## config.mk

```make
export PLATFORM = sky130hd
export DESIGN_NAME = wsc_terminal_flat
export DESIGN_NICKNAME = d
export VERILOG_FILES = /design/src/wsc_pkg.sv /design/src/wsc_link_if.sv /design/src/wsc_terminal.sv /design/src/flat_wrapper.sv
export SDC_FILE = /design/constraint.sdc
export NUM_CORES = 1
export LEC_CHECK = 0
export ABC_CLOCK_PERIOD_IN_PS = 2660
export BUFFER_PORTS_ARGS = -buffer_cell sky130_fd_sc_hd__clkbuf_2
export CORE_MARGIN = 2
export CORE_UTILIZATION = 51
export DETAILED_ROUTE_END_ITERATION = 8
export PLACE_DENSITY = 0.8
export SETUP_SLACK_MARGIN = 0.05
export SYNTH_ARGS = -nofsm -noshare
export SYNTH_HDL_FRONTEND = slang
export SYNTH_SLANG_ARGS = --single-unit
```

## constraint.sdc

```tcl
create_clock -name clk -period 2.66 [get_ports clk]
set_clock_uncertainty 0.2 [all_clocks]
set_input_delay 0.798 -clock clk [delete_from_list [all_inputs] [get_ports clk]]
set_output_delay 0.798 -clock clk [all_outputs]
set_load 0.005 [all_outputs]
```

## src/wsc_pkg.sv

```systemverilog
// Shared constants, types and pattern helpers for the coupling controller.
package wsc_pkg;

    // ==========================================================
    // Timing.
    localparam int CLK_PERIOD_NS = 100;
    localparam int MS_NS = 1000000;
    localparam int CYC_PER_MS = MS_NS / CLK_PERIOD_NS;
    localparam int FAST_HALF_MS = 100;
    localparam int SLOW_HALF_MS = 500;
    localparam int IRR_ON_MS = 200;
    localparam int IRR_GAP_MS = 200;
    localparam int IRR_LONG_GAP_MS = 400;
    localparam int COUPLING_TIMEOUT_S = 50;
    localparam int COUPLING_TIMEOUT_MS = COUPLING_TIMEOUT_S * 1000;
    localparam int SAFETY_TIMEOUT_MS = 160;
    localparam int MS_W = 10;

    // ==========================================================
    // Register map of the terminal end.
    localparam logic [3:0] REG_CTRL = 4'h0;
    localparam logic [3:0] REG_STATUS = 4'h4;
    localparam logic [31:0] CTRL_RESET = 32'h0000_0001;
    localparam int CTRL_COUPLE_EN_BIT = 0;
    localparam int STAT_STATE_LSB = 0;
    localparam int STAT_PAT_LSB = 4;
    localparam int STAT_LED_BIT = 8;
    localparam int STAT_STOP_BIT = 9;
    localparam logic [1:0] RESP_OKAY = 2'h0;
    localparam logic [1:0] RESP_SLVERR = 2'h2;

    // ==========================================================
    // Indicator patterns.
    typedef enum logic [2:0] {
        PAT_OFF = 3'h0,
        PAT_FAST = 3'h1,
        PAT_SLOW = 3'h2,
        PAT_IRREGULAR = 3'h3,
        PAT_ON = 3'h4
    } wsc_pat_t;

    // Length of one pattern cycle in milliseconds.
    function automatic logic [MS_W-1:0] pat_period(input wsc_pat_t p);
        case (p)
            PAT_FAST: pat_period = MS_W'(2 * FAST_HALF_MS);
            PAT_SLOW: pat_period = MS_W'(2 * SLOW_HALF_MS);
            PAT_IRREGULAR: pat_period = MS_W'(2 * IRR_ON_MS + IRR_GAP_MS
                                              + IRR_LONG_GAP_MS);
            default: pat_period = MS_W'(1);
        endcase
    endfunction : pat_period

    // Lamp level at a given millisecond of the pattern cycle.
    function automatic logic pat_level(input wsc_pat_t p,
                                       input logic [MS_W-1:0] ms);
        case (p)
            PAT_FAST: pat_level = ms < MS_W'(FAST_HALF_MS);
            PAT_SLOW: pat_level = ms < MS_W'(SLOW_HALF_MS);
            PAT_IRREGULAR: pat_level = (ms < MS_W'(IRR_ON_MS)) ||
                ((ms >= MS_W'(IRR_ON_MS + IRR_GAP_MS)) &&
                 (ms < MS_W'(2 * IRR_ON_MS + IRR_GAP_MS)));
            PAT_ON: pat_level = 1'b1;
            default: pat_level = 1'b0;
        endcase
    endfunction : pat_level

endpackage : wsc_pkg

```

## src/wsc_link_if.sv

```systemverilog
// Radio link between the handheld terminal and the cabinet station.
`timescale 1ns/1ns
interface wsc_link_if;
    // Terminal to cabinet.
    logic term_search;
    logic term_beat;
    logic term_stop_ok;
    logic term_enable_ok;
    // Cabinet to terminal.
    logic cab_link;

    modport terminal (
        output term_search,
        output term_beat,
        output term_stop_ok,
        output term_enable_ok,
        input cab_link
    );
    modport cabinet (
        input term_search,
        input term_beat,
        input term_stop_ok,
        input term_enable_ok,
        output cab_link
    );
endinterface : wsc_link_if

```

## src/wsc_terminal.sv

```systemverilog
// Handheld terminal end: coupling sequence, indicator and register slave.
// Operation
// - Indicator always shows one of five patterns
// - Fast blink: 100 ms lit, 100 dark
// - Slow blink: 500 ms lit, 500 dark
// - Irregular: 200 on, 200 off, 200 on, 400 off
// - Radio loss in run recovers automatically
// - After shutdown, token plus test recouples
// - Cabinet power cycle: recouple without timeout
// - Off idle, blink connecting, on connected
// - Cabinet treats link drop as stop
// - Enabling effective exactly with stop button
// - Token inserted: fast blink awaiting test
// - Press then release stop, enable released
// - Coupled: both indicators on, run state
// - Single token cabinet starts safe, waits
// - Search cabinet, connect, run; fault falls back
// - Token in cabinet puts it idle; the code does so from safe and at power-on, not from run
// - In-time coupling goes idle to run
// - From safe, coupling may be retried anytime
// - Powered without token: indicator off
// - Coupling bounded by 50 s timeout
// - Cabinet goes safe after 160 ms silence
// - Idle stop contact closed, enable open; safe and emergency open
`timescale 1ns/1ns
module wsc_terminal #(
    parameter int CYC_MS = wsc_pkg::CYC_PER_MS,
    parameter int COUPLE_MS = wsc_pkg::COUPLING_TIMEOUT_MS
) (
    // Clock and reset.
    input wire logic clk,
    input wire logic rstn,
    // Operator and radio status.
    input wire logic term_powered,
    input wire logic token_in,
    input wire logic stop_pressed,
    input wire logic enable_pressed,
    input wire logic radio_ok,
    // Indicator and safety function state.
    output logic led_ff,
    output logic stop_active_ff,
    output logic enable_active_ff,
    // AXI4-Lite slave.
    input wire logic [3:0] s_awaddr,
    input wire logic s_awvalid,
    output logic s_awready,
    input wire logic [31:0] s_wdata,
    input wire logic [3:0] s_wstrb,
    input wire logic s_wvalid,
    output logic s_wready,
    output logic [1:0] s_bresp,
    output logic s_bvalid,
    input wire logic s_bready,
    input wire logic [3:0] s_araddr,
    input wire logic s_arvalid,
    output logic s_arready,
    output logic [31:0] s_rdata,
    output logic [1:0] s_rresp,
    output logic s_rvalid,
    input wire logic s_rready,
    // Link.
    wsc_link_if.terminal link
);

    // ==========================================================
    // State machine.
    typedef enum logic [2:0] {
        T_OFF = 3'b000,
        T_WAIT_TEST = 3'b001,
        T_PRESSED = 3'b011,
        T_SEARCH = 3'b010,
        T_RUN = 3'b110,
        T_LOST = 3'b111,
        T_FAILED = 3'b101
    } wsc_tstate_t;

    wsc_tstate_t state_ff;
    wsc_tstate_t nxt_state;
    wsc_pkg::wsc_pat_t pat;
    wsc_pkg::wsc_pat_t pat_ff;
    logic [31:0] ctrl_ff;
    logic [$clog2(CYC_MS)-1:0] pre_ff;
    logic [wsc_pkg::MS_W-1:0] ms_ff;
    logic [$clog2(COUPLE_MS+1)-1:0] couple_ms_ff;
    logic tick;
    logic couple_en;

    assign tick = pre_ff == ($clog2(CYC_MS))'(CYC_MS - 1);
    assign couple_en = ctrl_ff[wsc_pkg::CTRL_COUPLE_EN_BIT];

    always_comb begin
        nxt_state = state_ff;
        case (state_ff)
            T_OFF: begin
                if (token_in) begin
                    nxt_state = T_WAIT_TEST;
                end
            end
            T_WAIT_TEST: begin
                if (stop_pressed && !enable_pressed) begin
                    nxt_state = T_PRESSED;
                end
            end
            T_PRESSED: begin
                if (enable_pressed) begin
                    nxt_state = T_WAIT_TEST;
                end else if (!stop_pressed && couple_en) begin
                    nxt_state = T_SEARCH;
                end
            end
            T_SEARCH: begin
                if (link.cab_link) begin
                    nxt_state = T_RUN;
                end else if (couple_ms_ff == ($bits(couple_ms_ff))'(COUPLE_MS))
                begin
                    nxt_state = T_FAILED;
                end
            end
            T_RUN: begin
                if (!radio_ok || !link.cab_link) begin
                    nxt_state = T_LOST;
                end
            end
            T_LOST: begin
                if (radio_ok && link.cab_link) begin
                    nxt_state = T_RUN;
                end
            end
            default: begin
                nxt_state = T_FAILED;
            end
        endcase
        // shutdown or token removal restarts coupling
        if (!term_powered || !token_in) begin
            nxt_state = T_OFF;
        end
    end

    always_ff @(posedge clk) begin
        if (!rstn) begin
            state_ff <= T_OFF;
        end else begin
            state_ff <= nxt_state;
        end
    end

    always_ff @(posedge clk) begin
        if (!rstn || state_ff != T_SEARCH) begin
            couple_ms_ff <= '0;
        end else if (tick && couple_ms_ff !=
                     ($bits(couple_ms_ff))'(COUPLE_MS)) begin
            couple_ms_ff <= couple_ms_ff + 1'b1;
        end
    end

    // ==========================================================
    // Indicator.
    always_comb begin
        case (state_ff)
            T_WAIT_TEST, T_PRESSED, T_FAILED: pat = wsc_pkg::PAT_FAST;
            T_SEARCH, T_LOST: pat = wsc_pkg::PAT_SLOW;
            T_RUN: pat = wsc_pkg::PAT_ON;
            default: pat = wsc_pkg::PAT_OFF;
        endcase
    end

    // millisecond base restarts on pattern change
    always_ff @(posedge clk) begin
        if (!rstn || pat != pat_ff) begin
            pre_ff <= '0;
            ms_ff <= '0;
        end else if (tick) begin
            pre_ff <= '0;
            if (ms_ff == wsc_pkg::pat_period(pat_ff) - 1'b1) begin
                ms_ff <= '0;
            end else begin
                ms_ff <= ms_ff + 1'b1;
            end
        end else begin
            pre_ff <= pre_ff + 1'b1;
        end
    end

    always_ff @(posedge clk) begin
        if (!rstn) begin
            pat_ff <= wsc_pkg::PAT_OFF;
            led_ff <= 1'b0;
        end else begin
            pat_ff <= pat;
            led_ff <= pat == pat_ff && wsc_pkg::pat_level(pat_ff, ms_ff);
        end
    end

    // ==========================================================
    // Safety functions and link.
    // stop and enabling operative together
    always_ff @(posedge clk) begin
        if (!rstn) begin
            stop_active_ff <= 1'b0;
            enable_active_ff <= 1'b0;
        end else begin
            stop_active_ff <= nxt_state == T_RUN;
            enable_active_ff <= nxt_state == T_RUN;
        end
    end

    always_ff @(posedge clk) begin
        if (!rstn) begin
            link.term_search <= 1'b0;
            link.term_beat <= 1'b0;
            link.term_stop_ok <= 1'b0;
            link.term_enable_ok <= 1'b0;
        end else begin
            link.term_search <= radio_ok &&
                (nxt_state == T_SEARCH || nxt_state == T_LOST);
            link.term_beat <= radio_ok && state_ff == T_RUN && tick;
            link.term_stop_ok <= !stop_pressed;
            link.term_enable_ok <= enable_pressed;
        end
    end

    // ==========================================================
    // Register slave.
    logic wr_go;
    logic wr_ok;
    logic rd_go;

    assign wr_go = s_awvalid && s_wvalid && !s_bvalid;
    assign wr_ok = s_awaddr == wsc_pkg::REG_CTRL;
    assign rd_go = s_arvalid && !s_rvalid;

    always_ff @(posedge clk) begin
        if (!rstn) begin
            s_awready <= 1'b0;
            s_wready <= 1'b0;
            s_bvalid <= 1'b0;
            s_bresp <= wsc_pkg::RESP_OKAY;
            ctrl_ff <= wsc_pkg::CTRL_RESET;
        end else begin
            s_awready <= wr_go && !s_awready;
            s_wready <= wr_go && !s_awready;
            if (wr_go && !s_awready) begin
                s_bresp <= wr_ok ? wsc_pkg::RESP_OKAY : wsc_pkg::RESP_SLVERR;
                if (wr_ok && s_wstrb[0]) begin
                    ctrl_ff <= {31'h0000_0000, s_wdata[0]};
                end
            end
            s_bvalid <= s_awready || (s_bvalid && !s_bready);
        end
    end

    always_ff @(posedge clk) begin
        if (!rstn) begin
            s_arready <= 1'b0;
            s_rvalid <= 1'b0;
            s_rdata <= 32'h0000_0000;
            s_rresp <= wsc_pkg::RESP_OKAY;
        end else begin
            s_arready <= rd_go && !s_arready;
            if (rd_go && !s_arready) begin
                s_rresp <= wsc_pkg::RESP_OKAY;
                s_rdata <= 32'h0000_0000;
                if (s_araddr == wsc_pkg::REG_CTRL) begin
                    s_rdata <= ctrl_ff;
                end else if (s_araddr == wsc_pkg::REG_STATUS) begin
                    s_rdata[wsc_pkg::STAT_STATE_LSB +: 3] <= state_ff;
                    s_rdata[wsc_pkg::STAT_PAT_LSB +: 3] <= pat_ff;
                    s_rdata[wsc_pkg::STAT_LED_BIT] <= led_ff;
                    s_rdata[wsc_pkg::STAT_STOP_BIT] <= stop_active_ff;
                end else begin
                    s_rresp <= wsc_pkg::RESP_SLVERR;
                end
            end
            s_rvalid <= s_arready || (s_rvalid && !s_rready);
        end
    end

endmodule : wsc_terminal

```

## src/flat_wrapper.sv

```systemverilog
// flat-port wrapper written by rule: the top's interface ports become plain ports
module wsc_terminal_flat 
#(
    parameter int CYC_MS = wsc_pkg::CYC_PER_MS,
    parameter int COUPLE_MS = wsc_pkg::COUPLING_TIMEOUT_MS
)
  (clk, rstn, term_powered, token_in, stop_pressed, enable_pressed, radio_ok, led_ff, stop_active_ff, enable_active_ff, s_awaddr, s_awvalid, s_awready, s_wdata, s_wstrb, s_wvalid, s_wready, s_bresp, s_bvalid, s_bready, s_araddr, s_arvalid, s_arready, s_rdata, s_rresp, s_rvalid, s_rready, link_term_search, link_term_beat, link_term_stop_ok, link_term_enable_ok, link_cab_link);
  wsc_link_if link_i ();
  input wire logic clk;
  input wire logic rstn;
  input wire logic term_powered;
  input wire logic token_in;
  input wire logic stop_pressed;
  input wire logic enable_pressed;
  input wire logic radio_ok;
  output logic led_ff;
  output logic stop_active_ff;
  output logic enable_active_ff;
  input wire logic [3:0] s_awaddr;
  input wire logic s_awvalid;
  output logic s_awready;
  input wire logic [31:0] s_wdata;
  input wire logic [3:0] s_wstrb;
  input wire logic s_wvalid;
  output logic s_wready;
  output logic [1:0] s_bresp;
  output logic s_bvalid;
  input wire logic s_bready;
  input wire logic [3:0] s_araddr;
  input wire logic s_arvalid;
  output logic s_arready;
  output logic [31:0] s_rdata;
  output logic [1:0] s_rresp;
  output logic s_rvalid;
  input wire logic s_rready;
  output wire logic [$bits(link_i.term_search)-1:0] link_term_search;
  output wire logic [$bits(link_i.term_beat)-1:0] link_term_beat;
  output wire logic [$bits(link_i.term_stop_ok)-1:0] link_term_stop_ok;
  output wire logic [$bits(link_i.term_enable_ok)-1:0] link_term_enable_ok;
  input wire logic [$bits(link_i.cab_link)-1:0] link_cab_link;
  assign link_term_search = link_i.term_search;
  assign link_term_beat = link_i.term_beat;
  assign link_term_stop_ok = link_i.term_stop_ok;
  assign link_term_enable_ok = link_i.term_enable_ok;
  assign link_i.cab_link = link_cab_link;
  wsc_terminal #(.CYC_MS(CYC_MS), .COUPLE_MS(COUPLE_MS)) u_core (.clk(clk), .rstn(rstn), .term_powered(term_powered), .token_in(token_in), .stop_pressed(stop_pressed), .enable_pressed(enable_pressed), .radio_ok(radio_ok), .led_ff(led_ff), .stop_active_ff(stop_active_ff), .enable_active_ff(enable_active_ff), .s_awaddr(s_awaddr), .s_awvalid(s_awvalid), .s_awready(s_awready), .s_wdata(s_wdata), .s_wstrb(s_wstrb), .s_wvalid(s_wvalid), .s_wready(s_wready), .s_bresp(s_bresp), .s_bvalid(s_bvalid), .s_bready(s_bready), .s_araddr(s_araddr), .s_arvalid(s_arvalid), .s_arready(s_arready), .s_rdata(s_rdata), .s_rresp(s_rresp), .s_rvalid(s_rvalid), .s_rready(s_rready), .link(link_i));
endmodule
```

==> results.tsv <==
stage	metric	value	unit
status	outcome	complete, no violations	
worst_setup_path	path_common_cell	buf_4	
clock_network	cts_tree	done	
synthesis	synth_edf_count	0	
global_routing	grt_first_pass_wirelength	11000	um
worst_setup_path	timing.rr.end	u_core.couple_ms_ff[5]	
worst_setup_path	crit_chain	or4b_1 > or4_4 > buf_4 > buf_4 > or3_1 > a21oi_1	
power	finalPower	1.99	mW
placement	portBuffers	44	
detailed_routing	drtPass1Iterations	4	
synthesis	synth_top_cell_area_share	39.9	%
clock_network	clockBufferDepth	2	
worst_setup_path	crit_arrival	2.64	ns
floorplan	io_pins	105	
power	irDropWorstVdd	373	uV
synthesis	synthArstFlopShare	0	%
layout	fin_cells	520	
worst_setup_path	cp_num_buf_inv	2	
sta	period_needed	2.57	ns
floorplan	initial_core_util	52.9	%
synthesis	yosys_warnings	0	
detailed_routing	routed_via_density	5.34	
placement	dp_slack	0.166	ns
global_routing	grt.overflow.total	0	
worst_setup_path	cp-end-kind	flop	
worst_setup_path	criticalPathCategory	flop to flop	
worst_hold_path	hold_path_class	flop to flop	
worst_setup_path	crit_required	2.73	ns
detailed_routing	finalWirelength	6280	um
power	p_leak	1.44	nW
synthesis	synth_cell_types	50	
sta	rsz0062_at_grt	true	
synthesis	synthTopCellsByArea	dfxtp_1, buf_4, xnor2_1, nor2_1, nand2_1	
synthesis	synth_top_cell_by_area	dfxtp_1	
worst_setup_path	cpPeakStageDelay	0.57	ns
sta	worst_pin_slew	0.517	ns
synthesis	syn_inst	398	
clock_network	cts_made_buffers	9	
clock_network	clk_pin_slew	0.07	ns
synthesis	synth_top_flop_cell	dfxtp_1	
sta	final_hold_viol_count	0	
sta	relSlewSlack	65.5	%
sta	slew_violations	0	
worst_setup_path	start_kind	flop	
worst_hold_path	min_from	u_core.pre_ff[0]	
floorplan	core-area	6350	um2
detailed_routing	drt_iter0_markers	173	
clock_network	insertion_delay	0.34	ns
worst_setup_path	r2r_cells	6	
power	powerDensity	529	nW/um2
worst_setup_path	crit_cells	6	
layout	nets	499	
layout	num_antenna_cells	0	
synthesis	synth.avg_cell_area	8.45	um2
worst_setup_path	critPathTopFamily	simple AND/OR/NAND/NOR gates	
floorplan	rows	29	
worst_hold_path	worstHoldEndpoint	u_core.pre_ff[0]	
worst_setup_path	path_max_fanout	7	
floorplan	die_h	85.2	um
clock_network	clockRootBuffer	clkbuf_8	
synthesis	syn_area	3360	um2
detailed_routing	drcViolationCount	0	
synthesis	synth-seq-area-share	39.9	%
worst_setup_path	rr_startpoint	u_core.pre_ff[4]	
synthesis	synth-seq-cells	67	
layout	area_delta_synth_final	11.8	%
worst_setup_path	cp_slowest_cell	or4b_1	
sta	post-route-worst-setup-slack	0.0940	ns
global_routing	grt_pass1_vias	2539	
placement	place_inst	502	
detailed_routing	wire_per_inst	12.1	um
placement	gp_congestion	0.816	
layout	post-route-util	59.2	%
global_routing	grt_usage	18.3	%
placement	dpl_cell_area	3530	um2
detailed_routing	vias	2778	
layout	fin_area	3760	um2
layout	drive_gt1_share	16.9	%
worst_setup_path	reg2reg_slack	0.09	ns
clock_network	cts_sinks	67	
detailed_routing	antenna_left	0	
global_routing	grt_max_degree	17	
clock_network	cts_htree_levels	3	
clock_network	cts_hold_buf	0	
job	maxCapViolations	0	
sta	period_share	96.5	%
sta	setup_viol	0	
worst_hold_path	hold_path_depth	1	
sta	fmax	390	MHz
placement	dp_hpwl	4440	um
global_routing	antenna_found_initial	0	
floorplan	die_w	85.2	um
floorplan	die_area	7260	um2
[cells in the final DEF, fill, tap and decap left out, types with 2 or more instances in the layout]
| cell type | Yosys | layout |
|---|---|---|
| a211oi_1 | 4 | 4 |
| a21oi_1 | 10 | 10 |
| a22oi_1 | 7 | 7 |
| a311oi_1 | 2 | 2 |
| a31oi_1 | 5 | 5 |
| and2_1 | 5 | 5 |
| and3_1 | 15 | 15 |
| and4_1 | 2 | 2 |
| and4b_1 | 2 | 2 |
| buf_4 | 29 | 10 |
| clkbuf_2 | 0 | 44 |
| clkbuf_8 | 0 | 11 |
| conb_1 | 1 | 26 |
| dfxtp_1 | 67 | 67 |
| ha_1 | 4 | 4 |
| inv_1 | 8 | 8 |
| mux2i_1 | 2 | 2 |
| nand2_1 | 30 | 30 |
| nand2b_1 | 5 | 5 |
| nand3_1 | 17 | 17 |
| nand3b_1 | 2 | 2 |
| nand4_1 | 11 | 11 |
| nor2_1 | 44 | 44 |
| nor2b_1 | 15 | 15 |
| nor3_1 | 14 | 13 |
| nor4_1 | 10 | 10 |
| nor4bb_1 | 2 | 2 |
| o211a_1 | 3 | 3 |
| o211ai_1 | 4 | 4 |
| o21a_1 | 2 | 2 |
| o21ai_0 | 6 | 6 |
| or3_1 | 2 | 2 |
| or4b_1 | 2 | 2 |
| xnor2_1 | 21 | 21 |
| xor2_1 | 8 | 8 |
[through the flow]
stage | setup TNS, ns | hold WS (ns)
floorplan | 0 | 0.213
global placement | 0 | 0.224
detailed placement | 0 | 0.233
CTS | 0 | 0.245
global route | -0.0105 | 0.283
finish | 0 | 0.239
[cells in the mapped netlist (3+ instances only)]
master / count
inv_1: 8
xnor2_1: 21
nand2b_1: 5
nor3_1: 14
ha_1: 4
a21oi_1: 10
nor2_1: 44
o211ai_1: 4
nand2_1: 30
o211a_1: 3
a31oi_1: 5
nor4_1: 10
a211oi_1: 4
nand4_1: 11
buf_4: 29
dfxtp_1: 67
and2_1: 5
a22oi_1: 7
o21ai_0: 6
xor2_1: 8
nor2b_1: 15
clkbuf_1: 20
nand3_1: 17
and3_1: 15
[worst max-delay path by stage]
stage                startpoint                      to  slack (ns)
4_1_cts        u_core.pre_ff[6]         u_core.ms_ff[7]        0.14
3_3_place_gp   u_core.pre_ff[6]         u_core.ms_ff[9]        0.18
3_5_place_dp   u_core.pre_ff[6]         u_core.ms_ff[7]        0.17
2_1_floorplan  u_core.pre_ff[6]         u_core.ms_ff[9]        0.24
5_1_grt        u_core.pre_ff[4]  u_core.couple_ms_ff[5]       -0.01
6_report       u_core.pre_ff[4]  u_core.couple_ms_ff[5]        0.09
[per-layer routing]
layer | track usage [%] | share of wire, % | vias up
met5 | 0 | 0 | -
met3 | 5.45 | 5.3 | 7
li1 | - | - | 1424
met2 | 31.7 | 47 | 71
met1 | 21.9 | 46 | 1276
met4 | 5.19 | 0.97 | 0
[cell type report]
class | count | area (um2)
fill | 560 | 2590
multi-input combinational | 298 | 1790
sequential | 67 | 1340
timing repair buffer | 54 | 295
clock buffer | 11 | 151
tap | 77 | 96.3
clock inverter | 5 | 60.1
inverter | 8 | 30.0
[where the power goes]
group / leakage, nW / switching (mW) / internal, mW
clock: 0.106 / 0.389 / 0.487
combinational: 0.790 / 0.0492 / 0.0389
sequential: 0.542 / 0.00893 / 1.02
total: 1.44 / 0.448 / 1.54
[repair_timing]
| item | CTS | global route |
|---|---|---|
| setup buffers | 0 | 2 |
| resized for setup | 0 | 1 |
| hold endpoints to repair | 0 | 0 |
| setup endpoints to repair | 0 | 4 |
[kinds of logic (layout without fill, tap and decap cells)]
logic type,after synthesis,after routing,synth area share (%)
AND/OR/NAND/NOR,186,186,29.8
flip-flops,67,67,39.9
buffers and inverters,58,78,9.94
AO/OA/AOI/OAI,51,51,10.6
XOR/XNOR,29,29,7.56
adder cells (fa/ha/maj),4,4,1.49
multiplexers,2,2,0.595
other,1,26,0.112
[registers in the layout, indices dropped and copies added (netlist names), 3 cells and up]
name	cells
u_core.state_ff	3
u_core.ms_ff	10
u_core.s_rdata	8
u_core.couple_ms_ff	16
u_core.pre_ff	14
u_core.pat_ff	3
(Power assumes the default switching activity.)
